### src/logic/lmad_regs.vh
// Address map, strap codes and register layout for the local memory address decoder
`ifndef LMAD_REGS_VH
`define LMAD_REGS_VH
// Program bank bases and socket-pair spans, indexed by the two size straps
`define LMAD_PROM_BASE_8K 20'hf8000
`define LMAD_PROM_BASE_16K 20'hf0000
`define LMAD_PROM_BASE_32K 20'he0000
`define LMAD_PROM_BASE_64K 20'hc0000
`define LMAD_PROM_SPAN_8K 20'h04000
`define LMAD_PROM_SPAN_16K 20'h08000
`define LMAD_PROM_SPAN_32K 20'h10000
`define LMAD_PROM_SPAN_64K 20'h20000
// Companion processor memory size (16K bytes)
`define LMAD_COMP_SIZE 20'h04000
// Data bank socket-pair spans when bottom-justified
`define LMAD_RAM_SPAN_2K 20'h01000
`define LMAD_RAM_SPAN_8K 20'h04000
`define LMAD_RAM_SPAN_32K 20'h10000
`define LMAD_RAM_LOW_BASE 20'h00000
// Data bank strap codes {202-203, 200-201, 198-199}
`define LMAD_RAM_LOW_2K 3'h0
`define LMAD_RAM_LOW_8K 3'h1
`define LMAD_RAM_LOW_32K 3'h2
`define LMAD_RAM_LOW_NONE 3'h3
`define LMAD_RAM_ALL_OFF 3'h7
`define LMAD_RAM_TOP_BIT 2
// Wait-state strap fields
`define LMAD_WS_RAM_LSB 0
`define LMAD_WS_PROM_LSB 2
`define LMAD_WS_MAX 2'h2
// Register offsets (byte addresses)
`define LMAD_REG_CTRL 4'h0
`define LMAD_REG_STATUS 4'h4
// Control register fields and reset value
`define LMAD_CTRL_DEC_EN 0
`define LMAD_CTRL_RESET 32'h0000_0001
// Status register field positions
`define LMAD_ST_STRAPS_LSB 0
`define LMAD_ST_HIT_LSB 16
// AXI response codes
`define LMAD_RESP_OKAY 2'h0
`define LMAD_RESP_SLVERR 2'h2
`endif

### src/logic/lmad_top.v
// Local memory address decoder with strap-driven map, wait states and AXI4-Lite registers
//
// Decided for this implementation: the AXI4-Lite interface to the registers and the placing of the registers.
`timescale 1ns/1ps
// Summary of operation
// - Program bank always ends at the top of the 1 MB space.
// - Data bank sits at zero or just below the program bank, per strap.
// - Two size straps pick program devices 8K, 16K, 32K or 64K.
// - Companion 16K memory decodes directly below the program bank unless the data bank is moved up.
// - Companion memory answers only while its enable strap is installed.
// - Bottom data bank supports 2K, 8K and 32K devices only.
// - Zero, one or two wait states per bank, chosen by straps.
// - Socket pairs in a bank have equal, adjacent ranges.
// - Top data bank matches program size; companion then sits below it.
// - With data bank off or moved up, expansion range starts at zero.
`include "lmad_regs.vh"
module lmad_top (
  input wire SYS_CLK,
  input wire RST_N,
  input wire [19:0] CPU_ADDR,
  input wire CPU_MEM_CYCLE,
  input wire CPU_BHE_N,
  input wire PROM_SIZE_STRAP_HI,
  input wire PROM_SIZE_STRAP_LO,
  input wire [2:0] RAM_SIZE_PLACE_STRAPS,
  input wire COMPANION_MEM_ENABLE_STRAP,
  input wire [3:0] WAIT_STATE_STRAPS,
  input wire EXP_BUS_ENABLE,
  output reg [1:0] PROM_PAIR_CE_N,
  output reg [1:0] RAM_PAIR_CE_N,
  output reg COMPANION_CE_N,
  output reg SOCKET_EVEN_EN_N,
  output reg SOCKET_ODD_EN_N,
  output reg EXP_BUS_SEL,
  output wire LOCAL_READY,
  input wire [3:0] S_AXI_AWADDR,
  input wire S_AXI_AWVALID,
  output wire S_AXI_AWREADY,
  input wire [31:0] S_AXI_WDATA,
  input wire [3:0] S_AXI_WSTRB,
  input wire S_AXI_WVALID,
  output wire S_AXI_WREADY,
  output reg [1:0] S_AXI_BRESP,
  output reg S_AXI_BVALID,
  input wire S_AXI_BREADY,
  input wire [3:0] S_AXI_ARADDR,
  input wire S_AXI_ARVALID,
  output wire S_AXI_ARREADY,
  output reg [31:0] S_AXI_RDATA,
  output reg [1:0] S_AXI_RRESP,
  output reg S_AXI_RVALID,
  input wire S_AXI_RREADY
);
  reg [19:0] prom_base;
  reg [19:0] prom_span;
  reg [19:0] ram_base;
  reg [19:0] ram_span;
  reg [19:0] comp_base;
  reg ram_on;
  reg ram_top;
  reg [19:0] prom_mask;
  reg [19:0] ram_mask;
  wire [19:0] comp_mask;
  wire prom_hit;
  wire ram_hit;
  wire comp_hit;
  wire local_hit;
  wire [1:0] ws_ram;
  wire [1:0] ws_prom;
  reg [1:0] next_wait;
  reg [1:0] wait_cnt;
  reg cycle_seen;
  reg [31:0] ctrl;
  reg [2:0] last_hit;
  reg aw_held;
  reg w_held;
  reg [3:0] aw_addr;
  reg [31:0] w_data;
  reg [3:0] w_strb;
  wire dec_en;
  wire [1:0] sizes;
  integer i;

  assign dec_en = ctrl[`LMAD_CTRL_DEC_EN];
  assign sizes = {PROM_SIZE_STRAP_HI, PROM_SIZE_STRAP_LO};

  // Program bank placement and pair span from the size straps
  always @* begin
    case (sizes)
      2'b00: begin
        prom_base = `LMAD_PROM_BASE_8K;
        prom_span = `LMAD_PROM_SPAN_8K;
      end
      2'b01: begin
        prom_base = `LMAD_PROM_BASE_16K;
        prom_span = `LMAD_PROM_SPAN_16K;
      end
      2'b10: begin
        prom_base = `LMAD_PROM_BASE_32K;
        prom_span = `LMAD_PROM_SPAN_32K;
      end
      default: begin
        prom_base = `LMAD_PROM_BASE_64K;
        prom_span = `LMAD_PROM_SPAN_64K;
      end
    endcase
    // Bank is two pairs, so its top always lands on FFFFF
    prom_mask = ~((prom_span << 1) - 20'h00001);
  end

  // Data bank placement, size and companion placement
  always @* begin
    ram_top = RAM_SIZE_PLACE_STRAPS[`LMAD_RAM_TOP_BIT];
    ram_on = 1'b1;
    ram_base = `LMAD_RAM_LOW_BASE;
    ram_span = `LMAD_RAM_SPAN_2K;
    comp_base = prom_base - `LMAD_COMP_SIZE;
    if (RAM_SIZE_PLACE_STRAPS == `LMAD_RAM_ALL_OFF) begin
      ram_on = 1'b0;
    end else if (ram_top) begin
      // Same pair span as the program bank, stacked just below it
      ram_span = prom_span;
      ram_base = prom_base - (prom_span << 1);
      comp_base = ram_base - `LMAD_COMP_SIZE;
    end else if (RAM_SIZE_PLACE_STRAPS == `LMAD_RAM_LOW_2K) begin
      ram_span = `LMAD_RAM_SPAN_2K;
    end else if (RAM_SIZE_PLACE_STRAPS == `LMAD_RAM_LOW_8K) begin
      ram_span = `LMAD_RAM_SPAN_8K;
    end else if (RAM_SIZE_PLACE_STRAPS == `LMAD_RAM_LOW_32K) begin
      ram_span = `LMAD_RAM_SPAN_32K;
    end else begin
      ram_on = 1'b0;
    end
    ram_mask = ~((ram_span << 1) - 20'h00001);
  end

  assign comp_mask = ~(`LMAD_COMP_SIZE - 20'h00001);
  assign prom_hit = ((CPU_ADDR ^ prom_base) & prom_mask) == 20'h00000;
  assign ram_hit = ram_on & (((CPU_ADDR ^ ram_base) & ram_mask) == 20'h00000) & ~prom_hit;
  // Companion off with its strap out, and off when the whole data row is disabled
  assign comp_hit = COMPANION_MEM_ENABLE_STRAP & (RAM_SIZE_PLACE_STRAPS != `LMAD_RAM_ALL_OFF) &
    (((CPU_ADDR ^ comp_base) & comp_mask) == 20'h00000) & ~prom_hit & ~ram_hit;
  assign local_hit = prom_hit | ram_hit | comp_hit;

  // Registered chip enables; one pair at most, lanes from A0 and BHE
  always @(posedge SYS_CLK) begin
    if (!RST_N) begin
      PROM_PAIR_CE_N <= 2'h3;
      RAM_PAIR_CE_N <= 2'h3;
      COMPANION_CE_N <= 1'b1;
      SOCKET_EVEN_EN_N <= 1'b1;
      SOCKET_ODD_EN_N <= 1'b1;
      EXP_BUS_SEL <= 1'b0;
    end else begin
      for (i = 0; i < 2; i = i + 1) begin
        // Pair index is the span bit of the address, giving adjacent equal ranges
        PROM_PAIR_CE_N[i] <= ~(CPU_MEM_CYCLE & dec_en & prom_hit &
          ((|(CPU_ADDR & prom_span)) == i[0]));
        RAM_PAIR_CE_N[i] <= ~(CPU_MEM_CYCLE & dec_en & ram_hit &
          ((|(CPU_ADDR & ram_span)) == i[0]));
      end
      COMPANION_CE_N <= ~(CPU_MEM_CYCLE & dec_en & comp_hit);
      SOCKET_EVEN_EN_N <= ~(CPU_MEM_CYCLE & dec_en & (prom_hit | ram_hit) & ~CPU_ADDR[0]);
      SOCKET_ODD_EN_N <= ~(CPU_MEM_CYCLE & dec_en & (prom_hit | ram_hit) & ~CPU_BHE_N);
      // Expansion range from zero when the data bank is not low
      EXP_BUS_SEL <= CPU_MEM_CYCLE & EXP_BUS_ENABLE & ~local_hit &
        (~ram_on | ram_top | ~ram_hit);
    end
  end

  // Wait-state count for the bank being hit, strap value 3 clipped to 2
  assign ws_ram = (WAIT_STATE_STRAPS[`LMAD_WS_RAM_LSB +: 2] > `LMAD_WS_MAX) ? `LMAD_WS_MAX :
    WAIT_STATE_STRAPS[`LMAD_WS_RAM_LSB +: 2];
  assign ws_prom = (WAIT_STATE_STRAPS[`LMAD_WS_PROM_LSB +: 2] > `LMAD_WS_MAX) ? `LMAD_WS_MAX :
    WAIT_STATE_STRAPS[`LMAD_WS_PROM_LSB +: 2];
  always @* begin
    next_wait = 2'h0;
    if (ram_hit) begin
      next_wait = ws_ram;
    end else if (prom_hit) begin
      next_wait = ws_prom;
    end
  end

  // Wait counter: loaded when the cycle opens, counts down to ready
  always @(posedge SYS_CLK) begin
    if (!RST_N) begin
      cycle_seen <= 1'b0;
      wait_cnt <= 2'h0;
      last_hit <= 3'h0;
    end else begin
      cycle_seen <= CPU_MEM_CYCLE;
      if (CPU_MEM_CYCLE && !cycle_seen) begin
        wait_cnt <= next_wait;
        last_hit <= {comp_hit, ram_hit, prom_hit};
      end else if (wait_cnt != 2'h0) begin
        wait_cnt <= wait_cnt - 2'h1;
      end
    end
  end
  assign LOCAL_READY = CPU_MEM_CYCLE & cycle_seen & local_hit & dec_en & (wait_cnt == 2'h0);

  // AXI4-Lite write path: address and data taken in either order
  assign S_AXI_AWREADY = ~aw_held & ~S_AXI_BVALID;
  assign S_AXI_WREADY = ~w_held & ~S_AXI_BVALID;
  always @(posedge SYS_CLK) begin
    if (!RST_N) begin
      aw_held <= 1'b0;
      w_held <= 1'b0;
      aw_addr <= 4'h0;
      w_data <= 32'h0;
      w_strb <= 4'h0;
      ctrl <= `LMAD_CTRL_RESET;
      S_AXI_BVALID <= 1'b0;
      S_AXI_BRESP <= `LMAD_RESP_OKAY;
    end else begin
      if (S_AXI_AWVALID && S_AXI_AWREADY) begin
        aw_held <= 1'b1;
        aw_addr <= S_AXI_AWADDR;
      end
      if (S_AXI_WVALID && S_AXI_WREADY) begin
        w_held <= 1'b1;
        w_data <= S_AXI_WDATA;
        w_strb <= S_AXI_WSTRB;
      end
      if (aw_held && w_held) begin
        aw_held <= 1'b0;
        w_held <= 1'b0;
        S_AXI_BVALID <= 1'b1;
        if (aw_addr == `LMAD_REG_CTRL) begin
          S_AXI_BRESP <= `LMAD_RESP_OKAY;
          if (w_strb[0]) begin
            ctrl[7:0] <= w_data[7:0];
          end
          if (w_strb[1]) begin
            ctrl[15:8] <= w_data[15:8];
          end
          if (w_strb[2]) begin
            ctrl[23:16] <= w_data[23:16];
          end
          if (w_strb[3]) begin
            ctrl[31:24] <= w_data[31:24];
          end
        end else if (aw_addr == `LMAD_REG_STATUS) begin
          S_AXI_BRESP <= `LMAD_RESP_OKAY;
        end else begin
          S_AXI_BRESP <= `LMAD_RESP_SLVERR;
        end
      end else if (S_AXI_BVALID && S_AXI_BREADY) begin
        S_AXI_BVALID <= 1'b0;
      end
    end
  end

  // AXI4-Lite read path: one read at a time, answered the cycle after ARVALID
  assign S_AXI_ARREADY = ~S_AXI_RVALID;
  always @(posedge SYS_CLK) begin
    if (!RST_N) begin
      S_AXI_RVALID <= 1'b0;
      S_AXI_RDATA <= 32'h0;
      S_AXI_RRESP <= `LMAD_RESP_OKAY;
    end else if (S_AXI_ARVALID && S_AXI_ARREADY) begin
      S_AXI_RVALID <= 1'b1;
      if (S_AXI_ARADDR == `LMAD_REG_CTRL) begin
        S_AXI_RDATA <= ctrl;
        S_AXI_RRESP <= `LMAD_RESP_OKAY;
      end else if (S_AXI_ARADDR == `LMAD_REG_STATUS) begin
        S_AXI_RDATA <= {13'h0, last_hit, 5'h0, EXP_BUS_ENABLE, WAIT_STATE_STRAPS,
          COMPANION_MEM_ENABLE_STRAP, RAM_SIZE_PLACE_STRAPS, sizes};
        S_AXI_RRESP <= `LMAD_RESP_OKAY;
      end else begin
        S_AXI_RDATA <= 32'h0;
        S_AXI_RRESP <= `LMAD_RESP_SLVERR;
      end
    end else if (S_AXI_RREADY) begin
      S_AXI_RVALID <= 1'b0;
    end
  end
endmodule // lmad_top

### config.mk
export PLATFORM = sky130hd
export DESIGN_NAME = lmad_top
export DESIGN_NICKNAME = d
export VERILOG_FILES = /design/src/logic/lmad_top.v
export VERILOG_INCLUDE_DIRS = /design/src /design/src/logic
export SDC_FILE = /design/constraint.sdc
export NUM_CORES = 1
export LEC_CHECK = 0
export BUFFER_PORTS_ARGS = -buffer_cell sky130_fd_sc_hd__buf_4
export CAP_MARGIN = 40
export CORE_MARGIN = 2
export CORE_UTILIZATION = 31
export CTS_CLUSTER_SIZE = 16
export DETAILED_ROUTE_END_ITERATION = 10
export GPL_ROUTABILITY_DRIVEN = 1
export PLACE_DENSITY = 0.55
export SLEW_MARGIN = 5
export SYNTH_ARGS = -nofsm -noshare
export SYNTH_HDL_FRONTEND = slang
export SYNTH_SLANG_ARGS = --single-unit
### constraint.sdc
create_clock -name SYS_CLK -period 3.65 [get_ports SYS_CLK]
set_clock_uncertainty 0.1 [all_clocks]
set_input_delay 0.5475 -clock SYS_CLK [delete_from_list [all_inputs] [get_ports SYS_CLK]]
set_output_delay 0.5475 -clock SYS_CLK [all_outputs]
set_load 0.1 [all_outputs]
==> results.md <==
- Largest net degree at the start of global routing: 68
- CTS tree: yes
- H-tree depth: 4
- Worst slew margin: 47.2%
- Boundary Pins: 134
- Final Cell Area: 0.00696 mm²
- Core area: 0.0166 mm²
- Mapped Cells: 620
- Antenna violations before repair: 0
- Startpoint types: input port
- DP Area: 0.00637 mm²
- Psw: 841 µW
- Initial Utilization: 31.9%
- Via count of the first global-routing pass: 4305
- Top cell family by delay on the critical path: simple AND/OR/NAND/NOR gates
- Crit Path Class: input port to primary output
- Total number of vias: 4527
- Crit. Startpoint: RAM_SIZE_PLACE_STRAPS[2]
- ANT nets after route: 0
- Final Wtd Congestion: 0.826
- Grt ovf: 0
- Fin crit period: 3.45 ns
- Avg WL per Cell: 14.3 µm
- Clock share of power: 47.7%
- Seq/Total Area, Yosys: 46.8%
- Seq cells post-synth: 124
- Async SR Flop Fraction: 0%
- Critical Path End Type: primary output
- Fin crit share: 94.4%
- Tot Pwr: 3.48 mW
- Clk_lat worst skew: 0.41 ns
- Hold Crit Class: input port to flop
- Reg2reg path depth: 5
- CTS Hold Bufs: 0
- Critical Path Stages: 12
- Layout cells sized above 1: 22.5%
- Die height: 135 µm
- Final setup violation count: 0
- Worst vdd ir: 0.000327 V
- DRC: 0
- Power Dens Cells: 500 mW/mm²
- Filler cells: 1658
- Netlist Area Pre-Place: 0.00530 mm²
- Reg2Reg Setup Slack: 1.69 ns
- Most frequent cell after synthesis: nand2_1
- Reg-to-Reg Start: w_held
- Global-route wire length before repair: 21900 µm
- EDFF count, synth: 0
- CTS buffer count: 17
- Max Freq: 0.290 GHz
- Outcome: complete, no violations
- Clock sink count: 124
- Final Hold Slack: 0.229 ns
- Reg clk slew, reported paths: 0.05 ns
- Pint: 2.64 mW
- Post-DP HPWL: 10100 µm
- Slew Viols, Final: 0
- Initial DRC Count: 374
- Crit path to: LOCAL_READY
- CP Max Fanout: 9
- Worst path bufs/invs: 3
- CP dominant cell by count: buf_4
- Final Core Density: 41.8%
- Fin nets: 807
- Combined area of the multi-input logic cells: 0.00259 mm²
- Area growth syn-to-layout: 31.3%
- Rows: 47
- Postcts setup bufs: 0
- Static leakage: 2.72 nW
- First-pass DRT Iterations: 4
- R2r endpoint: w_data[8]
- Prevailing post-synth register cell: dfxtp_1
- Yosys cell types: 47
- Final TNS setup: 0 ns
- Worst path cell trace: buf_4, or3_1, nand2_1, inv_1, ha_1, or4_1, o21ai_0, nor3_1, o211ai_1, and2_1, a21oi_2, buf_4
- Reg power frac: 41.0%
- Root Driver: clkbuf_16
- Global router's overall resource usage: 15.3%
- FF/Latch Area: 0.00248 mm²
- Max Buffers Root-to-Sink: 2
- Critical path required time: 3.00 ns
- List of most frequent post-synthesis cells: nand2_1 (129), dfxtp_1 (124), a21boi_0 (69)
- Synth top area share: 46.8%
- Hold Vio Cnt, Final: 0
- Crit-path slowest cell: or3_1
- WP data arrival: 2.80 ns
- Comb pwr share: 11.3%
- Slew at the pin closest to its max-slew limit: 0.792 ns
- Post_cts resized: 0
- Synth top area cells: dfxtp_1 (47%), a21boi_0 (9.8%), nand2_1 (9.1%)
- Synth warn: 0
- DR vias/cell: 4.75
- # diodes: 0
- Max Cap Viol: 0
- Switching Fraction: 24.1%
- Chip width: 135 µm
- Syn Area/Cell: 8.55 µm²
- Cell taking the most area after synthesis: dfxtp_1
- IO Port Bufs: 120
- Total wire length: 13700 µm
- Unrepaired setup endpoints after global routing: no
- Die area: 0.0182 mm²
- Worst path max stage delay: 0.39 ns
worst register-to-register path, delay by kind of cell, from the launching register on:
kind	cells	cell delay, ns
AOI/OAI and AO/OA	1	0.16
buffers and inverters	1	0.33
DFF	1	0.34
and+or+nand+nor	3	0.95
worst min-delay path by stage:
stage / start / to / depth (start not counted)
after global placement: w_data[9] / w_data[9] / 2
after floorplan: ctrl[10] / ctrl[10] / 2
after detailed placement: w_data[23] / w_data[23] / 2
after CTS: CPU_ADDR[0] / SOCKET_EVEN_EN_N / 2
final: CPU_ADDR[0] / SOCKET_EVEN_EN_N / 2
after global routing: CPU_ADDR[0] / SOCKET_EVEN_EN_N / 2
flip-flops by register name, indices dropped and copies added (netlist names):
register,count
COMPANION_CE_N,1
EXP_BUS_SEL,1
PROM_PAIR_CE_N,2
RAM_PAIR_CE_N,2
SOCKET_EVEN_EN_N,1
SOCKET_ODD_EN_N,1
S_AXI_BRESP,1
S_AXI_BVALID,1
S_AXI_RDATA,32
S_AXI_RRESP,1
S_AXI_RVALID,1
aw_addr,4
aw_held,1
ctrl,32
cycle_seen,1
last_hit,3
w_data,32
w_held,1
w_strb,4
wait_cnt,2
power groups by stage:
stage	clock, mW	sequential, mW	combinational [mW]
floorplan	0	1.48	0.237
global placement	0	1.45	0.380
detailed placement	0	1.46	0.393
CTS	1.70	1.43	0.395
global route	1.77	1.43	0.427
finish	1.66	1.43	0.393
routing by layer:
layer  vias to the layer above  wire length (µm)  global-route usage, %
met5                         -                 0                      0
met4                         0               180                   5.44
met3                        14               883                   5.41
met2                       127              5770                   21.3
met1                      2057              6830                   21.7
li1                       2329                 -                      -
per-stage QoR:
stage / setup WS [ns] / std cells
after CTS: 0.211 / 953
after detailed placement: 0.227 / 921
final: 0.203 / 953
after global routing: 0.0438 / 953
after floorplan: 0.0811 / 621
after global placement: 0.237 / 919
layout make-up:
| cell class | count | area share (%) |
|---|---|---|
| Tap cell | 220 | 3.96 |
| Timing Repair Buffer | 128 | 14.0 |
| Sequential cell | 124 | 35.7 |
| Clock inverter | 6 | 1.19 |
| Inverter | 11 | 0.593 |
| Multi-Input combinational cell | 438 | 37.3 |
| Clock buffer | 26 | 7.32 |
cells in the final DEF, fill, tap and decap left out, types with 4 or more instances in the layout:
master / instances
clkbuf_8: 5
dfxtp_1: 124
buf_4: 126
o21ai_0: 6
nand2b_1: 10
a21boi_0: 69
or3_1: 6
nor2_1: 10
o211ai_1: 4
and2_1: 5
nand3_1: 34
nor3_1: 22
nor2b_1: 40
clkbuf_1: 4
o2111ai_1: 4
nand2_1: 129
clkbuf_16: 17
inv_1: 11
mux2i_1: 20
a21oi_1: 20
a22oi_1: 19
logic make-up after synthesis:
| group | synth area share (%) |
|---|---|
| buffers and inverters | 4.51 |
| AOI/OAI and AO/OA | 19.0 |
| DFF | 46.8 |
| and+or+nand+nor | 24.6 |
| adders and majority gates | 0.708 |
| muxes | 3.99 |
| other | 0.0707 |
| xor gates and xnor gates | 0.330 |
No activity file was read; power rests on OpenSTA's default activity.
